$ cat config.mk
export PLATFORM = sky130hd
export DESIGN_NAME = pcs_pipe_ctrl
export DESIGN_NICKNAME = d
export VERILOG_FILES = /design/src/pcs_pkg.sv /design/src/run_length_check.sv /design/src/pcs_pipe_ctrl.sv
export SDC_FILE = /design/constraint.sdc
export NUM_CORES = 1
export LEC_CHECK = 0
export ABC_AREA = 1
export BUFFER_PORTS_ARGS = -buffer_cell sky130_fd_sc_hd__clkbuf_2
export CORE_MARGIN = 5
export CORE_UTILIZATION = 35
export CTS_BUF_LIST = sky130_fd_sc_hd__clkbuf_2 sky130_fd_sc_hd__clkbuf_4 sky130_fd_sc_hd__clkbuf_8
export CTS_CLUSTER_SIZE = 12
export DETAILED_ROUTE_END_ITERATION = 10
export PLACE_DENSITY_LB_ADDON = 0.3
export SYNTH_ARGS = -nofsm -noshare
export SYNTH_HDL_FRONTEND = slang
export SYNTH_HIERARCHICAL = 1
export SYNTH_SLANG_ARGS = --single-unit
$ cat constraint.sdc
create_clock -name pclk -period 4.5 [get_ports pclk]
set_clock_uncertainty 0.1 [all_clocks]
set_input_delay 0.9 -clock pclk [delete_from_list [all_inputs] [get_ports pclk]]
set_output_delay 0.9 -clock pclk [all_outputs]
set_load 0.005 [all_outputs]
$ cat src/pcs_pkg.sv
package pcs_pkg;

  // register map, byte addresses on the apb bus
  localparam logic [7:0]  CTRL_OFF      = 8'h00;
  localparam logic [7:0]  STAT_OFF      = 8'h04;
  localparam logic [31:0] CTRL_RESET    = 32'h0000_0100;

  // control register field positions
  localparam int CTL_RLV_EN    = 0;
  localparam int CTL_CEI_MODE  = 1;
  localparam int CTL_WIDE16    = 2;
  localparam int CTL_FAST_REC  = 3;
  localparam int CTL_LOW_LAT   = 4;
  localparam int CTL_INFER_EN  = 5;
  localparam int CTL_STEPS_LO  = 8;
  localparam int CTL_STEPS_HI  = 14;

  // run-length limit stepping per mode
  localparam int CEI_STEP       = 8;
  localparam int CEI_MAX_STEPS  = 64;
  localparam int PCIE_STEP      = 5;
  localparam int PCIE_MAX_STEPS = 32;
  localparam logic [1:0] RLV_HOLD_CYC = 2'h2;

  // timing, figures in ns and derived cycle counts at 40 MHz
  localparam int CLK_NS     = 25;
  localparam int RXDET_NS   = 1000;
  localparam int SETTLE_NS  = 500;
  localparam int RXDET_CYC  = (RXDET_NS + CLK_NS - 1) / CLK_NS;
  localparam int SETTLE_CYC = (SETTLE_NS + CLK_NS - 1) / CLK_NS;

  // word aligner thresholds
  localparam logic [1:0] SYNC_ACQ_COMMAS = 2'h3;
  localparam logic [2:0] SYNC_LOSS_ERRS  = 3'h4;

  // comma groups of both disparities
  localparam logic [9:0] COMMA_NEG = 10'h0FA;
  localparam logic [9:0] COMMA_POS = 10'h305;

  // idle inference windows in cycles, per select value
  localparam logic [11:0] INFER_WIN_1 = 12'h080;
  localparam logic [11:0] INFER_WIN_2 = 12'h280;
  localparam logic [11:0] INFER_WIN_3 = 12'h500;
  localparam logic [11:0] INFER_WIN_4 = 12'hFA0;

  // power-down states
  localparam logic [1:0] PD_P0  = 2'h0;
  localparam logic [1:0] PD_P1  = 2'h2;

  // receive status codes
  localparam logic [2:0] ST_OK       = 3'h0;
  localparam logic [2:0] ST_SKP_ADD  = 3'h1;
  localparam logic [2:0] ST_SKP_DEL  = 3'h2;
  localparam logic [2:0] ST_RX_DET   = 3'h3;
  localparam logic [2:0] ST_DEC_ERR  = 3'h4;
  localparam logic [2:0] ST_OVERFLOW = 3'h5;
  localparam logic [2:0] ST_UNDERFLW = 3'h6;
  localparam logic [2:0] ST_DISP_ERR = 3'h7;

  typedef enum logic [1:0] {SYNC_LOST, SYNC_ACQ, SYNC_OK} sync_state_t;
  typedef enum logic [1:0] {OP_IDLE, OP_RXDET, OP_SETTLE} phy_op_t;

endpackage

$ cat src/run_length_check.sv
`timescale 1ns/10ps
`default_nettype none
module run_length_check (
  input  wire logic       pclk,
  input  wire logic       presetn,
  input  wire logic       enable,
  input  wire logic       bit_in,
  input  wire logic [9:0] limit,
  output logic            violation
);

  logic [9:0] run_ff;      // length of current run
  logic       prev_ff;     // last bit seen
  logic [1:0] hold_ff;     // cycles the flag still stands
  logic [9:0] nxt_run;
  logic [1:0] nxt_hold;
  wire        over;

  // restart on every transition, saturate rather than wrap
  assign nxt_run  = !enable ? 10'h000 :
                    (bit_in != prev_ff) ? 10'h001 :
                    (run_ff == 10'h3FF) ? run_ff : run_ff + 10'h001;
  assign over     = enable && (run_ff > limit);
  // stretch so a single-cycle overrun still shows for two cycles
  assign nxt_hold = !enable ? 2'h0 : over ? pcs_pkg::RLV_HOLD_CYC :
                    (hold_ff != 2'h0) ? hold_ff - 2'h1 : 2'h0;

  // counter and hold state
  always_ff @(posedge pclk or negedge presetn) begin
    if (!presetn) begin
      run_ff    <= 10'h000;
      prev_ff   <= 1'b0;
      hold_ff   <= 2'h0;
      violation <= 1'b0;
    end else begin
      run_ff    <= nxt_run;
      prev_ff   <= bit_in;
      hold_ff   <= nxt_hold;
      violation <= (nxt_hold != 2'h0);
    end
  end
endmodule
`default_nettype wire

$ cat src/pcs_pipe_ctrl.sv
// Contract
// - run overrun raises flag, two cycles minimum
// - cei limit 8 to 512 by eight
// - pcie limit 5 to 160 by five
// - low latency sets zero-offset fifo mode
// - fast recovery ignores external lock requests
// - idle inference follows three-bit select
// - automatic sync machine reports sync flag
// - status flags one bit per lane
// - pattern flag on comma in boundary
// - control flag high for twelve k groups
// - detect input: rx detect or loopback
// - force idle puts transmitter in idle
// - force disparity sends negative running disparity
// - tx polarity inverts every bit
// - three-bit encoded receive status output
// - receive valid marks valid data
// - idle output inferred or inverted detect
// - completion pulses one cycle
`timescale 1ns/10ps
`default_nettype none
module pcs_pipe_ctrl (
  input  wire logic        pclk,
  input  wire logic        presetn,
  input  wire logic [7:0]  paddr,
  input  wire logic        psel,
  input  wire logic        penable,
  input  wire logic        pwrite,
  input  wire logic [31:0] pwdata,
  output logic      [31:0] prdata,
  output logic             pready,
  output logic             pslverr,
  input  wire logic        rx_serial_pin,
  input  wire logic        sig_detect_pin,
  input  wire logic        rx_present_pin,
  input  wire logic [19:0] rx_code,
  input  wire logic        rx_code_valid,
  input  wire logic [1:0]  code_err,
  input  wire logic [1:0]  disp_err,
  input  wire logic        rm_inserted,
  input  wire logic        rm_deleted,
  input  wire logic        rm_full,
  input  wire logic        rm_empty,
  input  wire logic        lock_to_data_req,
  input  wire logic        lock_to_ref_req,
  input  wire logic [2:0]  infer_sel,
  input  wire logic [1:0]  powerdown,
  input  wire logic        rate_sel,
  input  wire logic        detect_loop,
  input  wire logic        force_idle,
  input  wire logic [1:0]  force_disp,
  input  wire logic        tx_invert,
  input  wire logic [19:0] tx_code,
  output logic             run_violation,
  output logic             rm_zero_offset,
  output logic             cdr_lock_to_data,
  output logic             cdr_lock_to_ref,
  output logic      [1:0]  sync_ok,
  output logic      [1:0]  pattern_hit,
  output logic      [1:0]  ctrl_code,
  output logic      [2:0]  rx_status,
  output logic             rx_valid,
  output logic             elec_idle,
  output logic             phy_done,
  output logic             rxdet_start,
  output logic             loopback_en,
  output logic             tx_elec_idle,
  output logic      [1:0]  tx_neg_disp,
  output logic      [19:0] tx_ser_code
);

  // true when a 10-bit group is one of the twelve k groups
  function automatic logic is_k(input logic [9:0] c);
    logic [5:0] hi;
    logic [3:0] lo;
    hi = c[9:4];
    lo = c[3:0];
    is_k = (hi == 6'h0F) || (hi == 6'h30) ||                  // k28.x, both disparities
           (((hi == 6'h3A) || (hi == 6'h36) || (hi == 6'h2E) || (hi == 6'h1E)) && lo == 4'h8) ||
           (((hi == 6'h05) || (hi == 6'h09) || (hi == 6'h11) || (hi == 6'h21)) && lo == 4'h7);
  endfunction

  // comma match on one lane
  function automatic logic is_comma(input logic [9:0] c);
    is_comma = (c == pcs_pkg::COMMA_NEG) || (c == pcs_pkg::COMMA_POS);
  endfunction

  // run-length limit from step count, clamped to the mode range
  function automatic logic [9:0] rl_limit(input logic cei, input logic [6:0] steps);
    logic [6:0] s;
    s = (steps == 7'h00) ? 7'h01 : steps;
    if (cei) begin
      if (s > 7'(pcs_pkg::CEI_MAX_STEPS)) s = 7'(pcs_pkg::CEI_MAX_STEPS);
      rl_limit = 10'(s * pcs_pkg::CEI_STEP);
    end else begin
      if (s > 7'(pcs_pkg::PCIE_MAX_STEPS)) s = 7'(pcs_pkg::PCIE_MAX_STEPS);
      rl_limit = 10'(s * pcs_pkg::PCIE_STEP);
    end
  endfunction

  // idle window for each select value, zero means no inference
  function automatic logic [11:0] infer_win(input logic [2:0] sel);
    case (sel)
      3'h1:    infer_win = pcs_pkg::INFER_WIN_1;
      3'h2:    infer_win = pcs_pkg::INFER_WIN_2;
      3'h3:    infer_win = pcs_pkg::INFER_WIN_3;
      3'h4:    infer_win = pcs_pkg::INFER_WIN_4;
      default: infer_win = 12'h000;
    endcase
  endfunction

  // pin synchronisers, stage one feeds only stage two
  logic [2:0] pin_s1_ff;
  logic [2:0] pin_s2_ff;
  wire        ser_bit    = pin_s2_ff[0];
  wire        sd_sync    = pin_s2_ff[1];
  wire        rx_present = pin_s2_ff[2];

  always_ff @(posedge pclk or negedge presetn) begin
    if (!presetn) begin
      pin_s1_ff <= 3'h0;
      pin_s2_ff <= 3'h0;
    end else begin
      pin_s1_ff <= {rx_present_pin, sig_detect_pin, rx_serial_pin};
      pin_s2_ff <= pin_s1_ff;
    end
  end

  // apb slave, zero wait states
  logic [31:0] ctrl_ff;
  wire  access  = psel && penable;
  wire  hit_ctl = (paddr == pcs_pkg::CTRL_OFF);
  wire  hit_st  = (paddr == pcs_pkg::STAT_OFF);
  wire  wr_ctl  = access && pwrite && hit_ctl;
  wire  [31:0] stat_word = {24'h00_0000, rx_valid, rx_status, elec_idle, run_violation, sync_ok};
  assign pready  = 1'b1;
  assign pslverr = access && !(hit_ctl || hit_st);              // unmapped address
  wire  [31:0] rd_mux = pwrite ? 32'h0000_0000 :
                        hit_ctl ? ctrl_ff : hit_st ? stat_word : 32'h0000_0000;

  // read data taken in the setup cycle so it stands through the access phase
  always_ff @(posedge pclk or negedge presetn) begin
    if (!presetn) prdata <= 32'h0000_0000;
    else if (psel && !penable) prdata <= rd_mux;               // status may lag by one cycle
  end

  // control register, unused bits read back as zero
  always_ff @(posedge pclk or negedge presetn) begin
    if (!presetn) ctrl_ff <= pcs_pkg::CTRL_RESET;
    else if (wr_ctl) ctrl_ff <= pwdata & 32'h0000_7F3F;
  end

  wire rlv_en   = ctrl_ff[pcs_pkg::CTL_RLV_EN];
  wire cei_mode = ctrl_ff[pcs_pkg::CTL_CEI_MODE];
  wire wide16   = ctrl_ff[pcs_pkg::CTL_WIDE16];
  wire fast_rec = ctrl_ff[pcs_pkg::CTL_FAST_REC];
  wire infer_en = ctrl_ff[pcs_pkg::CTL_INFER_EN];
  wire [6:0] steps = ctrl_ff[pcs_pkg::CTL_STEPS_HI:pcs_pkg::CTL_STEPS_LO];

  // run-length checker on the recovered serial stream
  run_length_check u_rlc (
    .pclk      (pclk),
    .presetn   (presetn),
    .enable    (rlv_en),
    .bit_in    (ser_bit),
    .limit     (rl_limit(cei_mode, steps)),
    .violation (run_violation)
  );

  // lane decode, upper lane only counts in wide mode
  wire [1:0] lane_on  = {wide16, 1'b1};
  wire [1:0] comma_ln = {is_comma(rx_code[19:10]), is_comma(rx_code[9:0])} & lane_on;
  wire [1:0] k_ln     = {is_k(rx_code[19:10]), is_k(rx_code[9:0])} & lane_on;
  wire       any_comma = rx_code_valid && (comma_ln != 2'h0);
  wire       any_err   = rx_code_valid && ((code_err & lane_on) != 2'h0);

  // automatic word sync machine
  pcs_pkg::sync_state_t sync_ff, nxt_sync;
  logic [1:0] comma_cnt_ff, nxt_comma_cnt;
  logic [2:0] err_cnt_ff, nxt_err_cnt;

  always_comb begin
    nxt_sync      = sync_ff;
    nxt_comma_cnt = comma_cnt_ff;
    nxt_err_cnt   = err_cnt_ff;
    case (sync_ff)
      pcs_pkg::SYNC_LOST: begin                                // wait for first comma
        nxt_comma_cnt = 2'h0;
        nxt_err_cnt   = 3'h0;
        if (any_comma) begin
          nxt_sync      = pcs_pkg::SYNC_ACQ;
          nxt_comma_cnt = 2'h1;
        end
      end
      pcs_pkg::SYNC_ACQ: begin                                 // count clean commas
        if (any_err) nxt_sync = pcs_pkg::SYNC_LOST;
        else if (any_comma) begin
          nxt_comma_cnt = comma_cnt_ff + 2'h1;
          if (nxt_comma_cnt == pcs_pkg::SYNC_ACQ_COMMAS) nxt_sync = pcs_pkg::SYNC_OK;
        end
      end
      pcs_pkg::SYNC_OK: begin                                  // drop after repeated errors
        if (any_err) begin
          nxt_err_cnt = err_cnt_ff + 3'h1;
          if (nxt_err_cnt == pcs_pkg::SYNC_LOSS_ERRS) nxt_sync = pcs_pkg::SYNC_LOST;
        end
      end
      default: nxt_sync = pcs_pkg::SYNC_LOST;
    endcase
  end

  always_ff @(posedge pclk or negedge presetn) begin
    if (!presetn) begin
      sync_ff      <= pcs_pkg::SYNC_LOST;
      comma_cnt_ff <= 2'h0;
      err_cnt_ff   <= 3'h0;
    end else begin
      sync_ff      <= nxt_sync;
      comma_cnt_ff <= nxt_comma_cnt;
      err_cnt_ff   <= nxt_err_cnt;
    end
  end

  // lane flags, registered to line up with the data word
  wire synced = (sync_ff == pcs_pkg::SYNC_OK);
  always_ff @(posedge pclk or negedge presetn) begin
    if (!presetn) begin
      sync_ok     <= 2'h0;
      pattern_hit <= 2'h0;
      ctrl_code   <= 2'h0;
      rx_valid    <= 1'b0;
    end else begin
      sync_ok     <= {2{synced}} & lane_on;
      pattern_hit <= rx_code_valid ? comma_ln : 2'h0;
      ctrl_code   <= rx_code_valid ? k_ln : 2'h0;
      rx_valid    <= synced && rx_code_valid;
    end
  end

  // idle inference: count cycles without a valid group
  logic [11:0] quiet_ff;
  wire  [11:0] win      = infer_win(infer_sel);
  wire         inferred = (win != 12'h000) && (quiet_ff >= win);
  always_ff @(posedge pclk or negedge presetn) begin
    if (!presetn) quiet_ff <= 12'h000;
    else if (rx_code_valid) quiet_ff <= 12'h000;
    else if (quiet_ff != 12'hFFF) quiet_ff <= quiet_ff + 12'h001;
  end

  // cdr request steering, idle output and zero-offset fifo mode
  always_ff @(posedge pclk or negedge presetn) begin
    if (!presetn) begin
      cdr_lock_to_data <= 1'b0;
      cdr_lock_to_ref  <= 1'b1;
      elec_idle        <= 1'b1;
      rm_zero_offset   <= 1'b0;
    end else begin
      cdr_lock_to_data <= fast_rec ? sd_sync : lock_to_data_req;
      cdr_lock_to_ref  <= fast_rec ? !sd_sync : lock_to_ref_req;
      elec_idle        <= infer_en ? inferred : !sd_sync;
      rm_zero_offset   <= ctrl_ff[pcs_pkg::CTL_LOW_LAT];
    end
  end

  // phy operations: receiver detect and settle after state changes
  pcs_pkg::phy_op_t op_ff, nxt_op;
  logic [5:0] tmr_ff, nxt_tmr;
  logic [1:0] pd_prev_ff;
  logic       rate_prev_ff;
  logic       det_prev_ff;
  wire det_req    = detect_loop && !det_prev_ff && (powerdown == pcs_pkg::PD_P1);
  wire pd_change  = (powerdown != pd_prev_ff) || (rate_sel != rate_prev_ff);
  wire op_end     = (op_ff != pcs_pkg::OP_IDLE) && (tmr_ff == 6'h01);
  wire rxdet_hit  = op_end && (op_ff == pcs_pkg::OP_RXDET);

  always_comb begin
    nxt_op  = op_ff;
    nxt_tmr = tmr_ff;
    case (op_ff)
      pcs_pkg::OP_IDLE: begin
        if (det_req) begin
          nxt_op  = pcs_pkg::OP_RXDET;
          nxt_tmr = 6'(pcs_pkg::RXDET_CYC);
        end else if (pd_change) begin
          nxt_op  = pcs_pkg::OP_SETTLE;
          nxt_tmr = 6'(pcs_pkg::SETTLE_CYC);
        end
      end
      pcs_pkg::OP_RXDET, pcs_pkg::OP_SETTLE: begin             // run timer to one
        nxt_tmr = tmr_ff - 6'h01;
        if (op_end) nxt_op = pcs_pkg::OP_IDLE;
      end
      default: nxt_op = pcs_pkg::OP_IDLE;
    endcase
  end

  always_ff @(posedge pclk or negedge presetn) begin
    if (!presetn) begin
      op_ff        <= pcs_pkg::OP_IDLE;
      tmr_ff       <= 6'h00;
      pd_prev_ff   <= pcs_pkg::PD_P0;
      rate_prev_ff <= 1'b0;
      det_prev_ff  <= 1'b0;
      phy_done     <= 1'b0;
      rxdet_start  <= 1'b0;
    end else begin
      op_ff        <= nxt_op;
      tmr_ff       <= nxt_tmr;
      pd_prev_ff   <= powerdown;                               // change seen in idle only
      rate_prev_ff <= rate_sel;
      det_prev_ff  <= detect_loop;
      phy_done     <= op_end;
      rxdet_start  <= (op_ff == pcs_pkg::OP_IDLE) && det_req;
    end
  end

  // receive status encoding, detect result first, then errors
  logic [2:0] nxt_status;
  assign nxt_status = (rxdet_hit && rx_present) ? pcs_pkg::ST_RX_DET :
                      any_err                   ? pcs_pkg::ST_DEC_ERR :
                      ((disp_err & lane_on) != 2'h0) ? pcs_pkg::ST_DISP_ERR :
                      rm_full                   ? pcs_pkg::ST_OVERFLOW :
                      rm_empty                  ? pcs_pkg::ST_UNDERFLW :
                      rm_deleted                ? pcs_pkg::ST_SKP_DEL :
                      rm_inserted               ? pcs_pkg::ST_SKP_ADD : pcs_pkg::ST_OK;

  // receive status and transmit side controls, one stage before the serializer
  always_ff @(posedge pclk or negedge presetn) begin
    if (!presetn) begin
      rx_status    <= pcs_pkg::ST_OK;
      loopback_en  <= 1'b0;
      tx_elec_idle <= 1'b1;
      tx_neg_disp  <= 2'h0;
      tx_ser_code  <= 20'h0_0000;
    end else begin
      rx_status    <= nxt_status;
      loopback_en  <= detect_loop && (powerdown == pcs_pkg::PD_P0);
      tx_elec_idle <= force_idle;
      tx_neg_disp  <= force_disp & lane_on;
      tx_ser_code  <= tx_invert ? ~tx_code : tx_code;
    end
  end
endmodule
`default_nettype wire

==> impl_summary.md, run 1 <==
Clock tree
The clock tree root buffer cell is clkbuf_8. Counting every sink on the clock net gives 119. The clock tree synthesis step divided the H-tree into 4 levels. The insertion delay of the later-clocked pin in the worst-skew pair is 0.45 ns. The buffers inserted during post-CTS setup optimization is 0. The post-cts sizing count is 0.

After clock tree synthesis, the clock-pin slew on the worst setup and hold paths is 0.08 ns. In this run the deepest clock path goes through 2 buffers. The hold buffer count at cts is 0. Buffers inserted during clock tree synthesis total 17. The TritonCTS clock tree is yes.

Setup path
The family with the most delay on the worst path is adder cells. The worst setup path is captured at a flip-flop. In this run the critical register-to-register path is launched from ctrl_ff[10]. In this design, the critical path's most frequently occurring cell is nand2_1. The number of cells on the worst reg-to-reg path is 22. The number of buffers and inverters on the critical path is 3. Data on the critical path is required at its endpoint by 4.73 ns. The arrival time reported for the critical path endpoint is 3.91 ns. The slowest stage of the critical path is the dfrtp_1 cell.

The delay of the slowest critical-path stage is 0.41 ns. Of all nets on the critical path, the largest fanout is 6. The class of the most critical setup path is reg2reg. The critical register-to-register path endpoint is u_rlc/hold_ff[1]. STA classifies the critical path startpoint as a flip-flop.

The worst register-to-register path has a setup slack of 0.82 ns. The signal on the critical path passes through inv_1 -> nand2_1 -> nor4_1 -> a21oi_1 -> nor2_1 -> ha_1 -> ha_1 -> fa_1 -> nand2_1 -> nand2_1 -> a21oi_1 -> xor2_1 -> o22ai_1 -> inv_1 -> ha_1 -> nand2_1 -> nor2_1 -> nand3b_1 -> nand2_1 -> inv_1 -> nand2_1 -> nand2_1.

Cells and area
After the last flow step, the layout net total stands at 1099. In the final layout, flip-flops and latches occupy 2983 µm². The area added between synthesis and finish is 19.96%. The ratio of cells with drive above 1 in the final layout is 22.46%. The multi-input combinational cell area is 2929 µm².

The count of filler cells inserted in the layout is 1881. Summing all non-filler instances in the final layout gives an area of 7829 µm². The repair_antennas step left the layout with diodes totalling 0.

Flow run
The max-cap violation count is 0.

Hold path
Along the worst hold path, the cell count comes to 0. The path with the worst hold slack has its endpoint at pin_s2_ff[2]. The critical hold path startpoint is pin_s1_ff[2]. The class of the tightest hold or removal check is reg2reg.

GRT
The largest net degree at the start of global routing is 68. After global routing the overflow that remains totals 0. The number of global-route vias before repair is 5405. The wire length of the first global-routing pass is 25910 µm. The initial antenna violation count is 0. The total routing resource utilization after global routing is 14.81%.

Logic synthesis
The mapped cell area is 6526 µm². The post-synthesis cell count is 796. The mean instance size in the synthesized netlist is 8.199 µm². The proportion of synthesized flip-flops having asynchronous set or reset is 100.0%.

The distinct cell type count of the synthesized netlist is 47. Yosys mapped a number of flops with a built-in enable equal to 0. The count of warnings emitted by yosys is 6. The commonest register cell after synthesis is dfrtp_1. The number of flip-flops and latches in the synthesized netlist is 119.

The register area share after synthesis is 45.71%.

STA
Setup total negative slack on the finished layout was measured at 0 ns. The final worst-path cycle share is 81.88%. Setup repair after global routing left no endpoint under its margin. The minimum clock period after layout is 3.685 ns. Headroom to the max-slew limit came out at 52.48%.

Timing would allow up to 0.2714 GHz. For the pin with the worst max-slew slack, the measured transition is 0.7128 ns. The number of setup violations in the final report is 0. The final count of pins violating max slew is 0. The hold violation count in the final report is 0.

Power and ir drop
Summed over all cells, the static leakage comes to 4.321 nW. Power comes to 2.607 mW. Dividing total power by cell area gives a power density of 333.0 nW/µm². Across the VDD grid, the largest voltage drop is 0.0001554 V.

Detailed routing
For this block, the via count after detailed routing is 5417. The remaining number of nets flagged by the antenna check after routing is 0. The final routed wire length divided by cell count is 12.57 µm.

Summed over all layers, the routed wires come to 15090 µm. In the routed design, unresolved DRC markers number 0. The first routing iteration left 294 violations.

The number of optimization iterations in the first detailed-route pass is 5. After detailed routing, the number of vias per cell comes to 4.514.

Floorplanning
The core footprint is 18520 µm². The die area is 21480 µm². 185 I/O pins were placed. The initialized floorplan defines 50 standard-cell rows. The width of the chip is 146.6 µm. The effective utilization at floorplan is 35.24%. The vertical extent of the die is 146.6 µm.

Place
The count of input and output buffers is 147. Once detailed placement completed, the half-perimeter wirelength came to 11460 µm. The area of placed instances is 7456 µm².

The routability-driven placement congestion ratio is 0.8028.

Outcome
The run finished with clean final reports.
-- registers in the layout, indices dropped and copies added (netlist names), 6 cells and up --
signal        count
u_rlc/run_ff     10
prdata           15
tx_ser_code      20
quiet_ff         12
ctrl_ff          13
tmr_ff            6
-- cells in the final DEF, fill, tap and decap left out, types with 7 or more instances in the layout --
master	n
nand3_1	40
nand2_1	195
nand4_1	12
a32o_1	7
conb_1	19
o22ai_1	7
clkbuf_2	146
inv_1	124
a21oi_1	21
dfrtp_1	115
xor2_1	24
nor2_1	77
o21ai_2	13
o21ai_0	38
ha_1	35
nor3_1	12
clkbuf_8	19
-- cell usage after synthesis (5+ instances only) --
master   number  share of area, %
dfrtp_1     115                44
or2_2         5              0.48
xor2_1       24               3.2
ha_1         35               6.7
nor2_1       77               4.4
a21oi_1      21               1.6
o21ai_0      38               2.9
o22ai_1       7              0.67
nand3_1      40               3.1
o21ai_2      13               1.7
nand4_1      12               1.2
buf_4        19               2.2
nand2_1     195                11
nor3_1       12              0.92
a32o_1        7               1.1
inv_1       124               7.1
-- layer usage --
layer / GRT usage [%] / up-vias / wire (µm) / part of all wire [%]
li1: - / 2816 / - / -
met1: 18.80 / 2488 / 6938 / 46
met2: 24.66 / 100 / 7378 / 49
met3: 4.097 / 13 / 616 / 4.1
met4: 4.516 / 0 / 155 / 1.0
met5: 0 / - / 0 / 0
-- final cells by class --
type                    instances  area share [%]
clock inverters                12           1.327
repair buffers                150           9.877
well taps                     234           3.740
clock buffers                  20           3.436
multi-input cells             538           37.41
inverters                     127           6.105
flip-flops and latches        119           38.10
-- cells by family (layout without fill, tap and decap cells) --
family / count (synthesis) / count (layout) / synth area share [%]
fa+ha+maj: 36 / 36 / 7.017
compound gates: 100 / 100 / 9.624
other cells: 2 / 19 / 0.1151
simple gates: 357 / 357 / 23.66
buf+inv: 156 / 309 / 10.39
flops: 119 / 119 / 45.71
xor+xnor: 26 / 26 / 3.489
-- worst max path at each step --
stage / depth (start not counted) / start / to / slack [ns]
3_5_place_dp: 22 / ctrl_ff[10] / u_rlc/hold_ff[1] / 0.86
6_report: 22 / ctrl_ff[10] / u_rlc/hold_ff[1] / 0.82
5_1_grt: 22 / ctrl_ff[10] / u_rlc/hold_ff[1] / 0.44
4_1_cts: 22 / ctrl_ff[10] / u_rlc/hold_ff[1] / 0.83
3_3_place_gp: 22 / ctrl_ff[10] / u_rlc/violation / 0.87
2_1_floorplan: 20 / ctrl_ff[8] / u_rlc/hold_ff[1] / 1.18
-- stage by stage --
stage,hold slack [ns],util [%],setup WS (ns),std cells
floorplan,0.2312,-,1.179,813
global placement,0.2321,40.26,0.8656,1168
detailed placement,0.2370,40.26,0.8604,1168
CTS,0.2506,42.28,0.8294,1200
global route,0.2557,42.28,0.4391,1200
finish,0.2501,42.28,0.8152,1200
-- report_power, final --
part,leakage (nW),internal [mW],switching (mW)
combinational,2.59,0.181,0.305
sequential,1.54,1.15,0.0520
clock,0.188,0.468,0.451
No activity file was read; power rests on OpenSTA's default activity.
==> run 2: changes to the inputs <==
- ABC_AREA: 1 -> 0
- clock period: 4.5 -> 3.4 ns (I/O delays scaled with it)
==> run 2 against run 1 <==
Final area rose by 2.7%; worst setup slack worse by 0.75 ns; die area is 3.6% lower; maximum frequency up 10%; sequential share of layout area fell by 1.0 points.
==> impl_summary.md, run 2 <==
Outcome
The flow ran to the end, and the final reports show no timing, DRC or antenna violations.

Logic synthesis
Sequential elements use 47.54% of the synthesized area. After synthesis, the most frequently instantiated cells are 115 x dfrtp_1, 45 x nor2_1, 36 x inv_1, 36 x nand2_1, 35 x ha_1. The proportion of synthesized flip-flops having asynchronous set or reset is 100.0%. The mapped cell area is 6275 µm². Synthesis produced a netlist whose cell count is 597. The mean instance size in the synthesized netlist is 10.51 µm². After synthesis, the largest area contributor takes up 45.86% of total cell area. The netlist uses 76 different library cells. Ranked by total cell area, the synthesized netlist is headed by dfrtp_1 46%, ha_1 7.0%, xor2_1 3.5%, nor2_1 2.7%, buf_4 2.2%.

In this run, synthesis inferred 0 flip-flops with an integrated enable. Counting flops and latches in the post-synthesis netlist gives 119. The most frequent cell after synthesis is dfrtp_1.

The count of warnings emitted by yosys is 6. The commonest register cell after synthesis is dfrtp_1. The synthesized design spends more area on one cell type than any other, namely dfrtp_1.

Power and ir drop
The internal power summed over all cells is 2.659 mW. The worst ir drop on vdd is 0.0003977 V. The register share of total power is 42.8%. The reported net switching power is 1.042 mW. In this run the power density over the cells is 460.5 nW/µm².

The share of total power consumed by net switching is 28.15%. In this run the static leakage power is 3.934 nW. The part of the total power dissipated in the clock network is 38.1%. Combinational cells account for 19.1% of the total power.

STA
The transition at the pin with the smallest max-transition slack is 0.6753 ns. The final count of pins violating max slew is 0. The minimum clock period after layout is 3.335 ns. The number of setup violations in the final report is 0. The final worst-path cycle share is 98.09%. Derived from the worst setup path, the maximum achievable clock frequency is 0.2998 GHz. The hold violation count in the final report is 0. Setup repair after global routing could not meet its margin everywhere.

The worst pin sits at a relative slew slack of 54.98%. After layout, the worst setup slack is 0.06495 ns.

GRT
The initial antenna violation count is 1. The total congestion overflow is 0. The total routing resource utilization after global routing is 14.46%.

The wire length of the first global-routing pass is 24070 µm. The number of global-route vias before repair is 4884. The largest net degree at the start of global routing is 52.

Cells and area
The most common cell after layout, fill and taps aside is clkbuf_2. The final design instance area without fill is 8039 µm². Fill cells in the final layout number 1699.

Summing all multi-input logic gate instances after layout gives 3244 µm². The sequential cells in the finished layout cover a total of 2983 µm². The largest registers in the layout are tx_ser_code x20, prdata x15, ctrl_ff x13.

Leaving out fill and tap cells, the most frequent cells in the layout are 146 x clkbuf_2, 115 x dfrtp_1, 39 x nor2_1, 36 x inv_1, 36 x nand2_1. The number of flip-flops under the largest register name is 20. Cells with a size suffix above 1 make up 33.93% of the layout. After the last flow step, the layout net total stands at 918.

Relative to the synthesized area, the layout overhead comes to 28.12%. The count of inserted antenna diode cells is 0. The register with the most flip-flops in the final layout is tx_ser_code.

Detailed routing
The number of optimization iterations in the first detailed-route pass is 4. The initial DRC count is 219. After detailed routing, the average wire length per cell comes to 14.65 µm. The via total after detailed routing is 4949. The number of vias per cell after detailed routing is 4.885. The detailed-route wire length is 14840 µm.

The remaining number of nets flagged by the antenna check after routing is 0. In the routed design, unresolved DRC markers number 0.

Clock tree
In this run, CTS created clock tree buffers numbering 17. The H-tree was split into 4 levels. In this run the clock root is driven by a clkbuf_8. The clock transition at the register clock pins on the worst setup and hold paths after CTS is 0.08 ns. For the worst-skew pair, the clock arrives at the later sink with an insertion delay of 0.44 ns. The maximum count of clock buffers along a single path is 2.

The clock net sink count is 119. TritonCTS built the clock tree.

Floorplanning
The number of rows in the core area is 49. The die is 143.9 µm tall. The floorplan step defined a die boundary enclosing 20710 µm².

The width of the chip is 143.9 µm. The effective utilization at floorplan is 35.29%. Pin placement for this block handled 185 I/O pins.

The core footprint is 17780 µm².

Flow run
The max-cap violation count is 0.

Place
The count of input and output buffers is 147. The area of placed instances is 7326 µm². The HPWL after detailed placement is 11000 µm. OpenSTA, run right after detailed placement, puts the worst setup slack at -0.1913 ns.

At the end of routability-driven placement, the weighted congestion stood at 0.8126.

Setup path
The arrival time reported for the critical path endpoint is 3.53 ns. Data on the critical path is required at its endpoint by 3.60 ns. Of all nets on the critical path, the largest fanout is 6. The sort of element at the end of the critical path is a flip-flop.

The startpoint kind of the worst setup timing path is a flip-flop. The class of the most critical setup path is reg2reg.

Hold path
The min-delay analysis places its worst path in the category in2async.
[run 2: cell types whose count changed after synthesis, sizes merged, moves of 13 or more]
cell   change
nand3     -31
o21ai     -22
inv       -90
nand2    -161
mux2      +13
nor2      -33
[run 2: worst paths after layout]
kind,to,from,cells past startpoint,slack (ns)
min in group pclk,tx_elec_idle,force_idle,1,0.22
max in group asynchronous,ctrl_ff[8],presetn,2,2.24
worst min register to register,pin_s2_ff[2],pin_s1_ff[2],0,0.25
worst min-delay path,prdata[3],presetn,1,0.15
worst max register to register,u_rlc/hold_ff[1],ctrl_ff[13],16,0.06
worst max-delay path,u_rlc/hold_ff[1],ctrl_ff[13],16,0.06
[run 2: logic make-up after synthesis]
| group | after synthesis | synth area share [%] |
|---|---|---|
| other cells | 2 | 0.1197 |
| simple gates | 185 | 16.67 |
| compound gates | 122 | 13.48 |
| fa+ha+maj | 36 | 7.298 |
| flops | 119 | 47.54 |
| xor+xnor | 38 | 5.304 |
| mux | 24 | 4.088 |
| buf+inv | 71 | 5.503 |
[run 2: metrics by stage]
stage                     setup TNS (ns)  util, %  cells  hold slack (ns)  total power [mW]
after floorplan                 -0.01026        -    614           0.2312             2.019
after global placement           -0.2525    41.20    974           0.2325             2.246
after detailed placement         -0.4987    41.20    974           0.2393             2.258
after CTS                              0    44.24   1010           0.1381             3.711
after global routing             -0.2918    45.21   1013           0.1500             3.934
final                                  0    45.21   1013           0.1473             3.702
[run 2: repair_timing]
item / 4_1_cts / 5_1_grt
setup buffers: 5 / 3
setup endpoints to repair: 3 / 3
hold buffers: 0 / 0
pin swaps: 3 / 14
gates resized for setup: 16 / 19
[run 2: layer usage]
layer / GRT usage (%) / routed length (µm) / vias to the layer above
met5: 0 / 13 / -
met4: 3.717 / 70 / 2
met3: 4.859 / 1123 / 7
met2: 21.85 / 6695 / 143
met1: 20.00 / 6934 / 2353
li1: - / - / 2444
[run 2: cell type report]
| cell class | instances | area share (%) |
|---|---|---|
| flip-flops and latches | 119 | 37.11 |
| clock inverters | 12 | 2.195 |
| well taps | 229 | 3.564 |
| multi-input cells | 424 | 40.36 |
| inverters | 37 | 1.790 |
| repair buffers | 173 | 11.81 |
| clock buffers | 19 | 3.175 |
[run 2: power by group through the flow]
stage | Combinational, mW | Sequential [mW] | Clock (mW)
after floorplan | 0.424 | 1.60 | 0
after global placement | 0.637 | 1.61 | 0
after detailed placement | 0.647 | 1.61 | 0
after CTS | 0.667 | 1.59 | 1.46
after global routing | 0.814 | 1.60 | 1.52
final | 0.706 | 1.59 | 1.41
[run 2: worst max-delay path: stages (launching register included)]
cell	delay, ns
dfrtp_1	0.41
nor2_4	0.16
clkinv_4	0.12
nor2_4	0.14
ha_4	0.22
ha_4	0.17
fa_2	0.33
a21o_1	0.17
a21oi_2	0.15
xnor2_1	0.13
o22ai_1	0.10
inv_1	0.12
ha_4	0.22
a211oi_2	0.17
nor2_1	0.09
a2111oi_4	0.27
o21ai_1	0.13
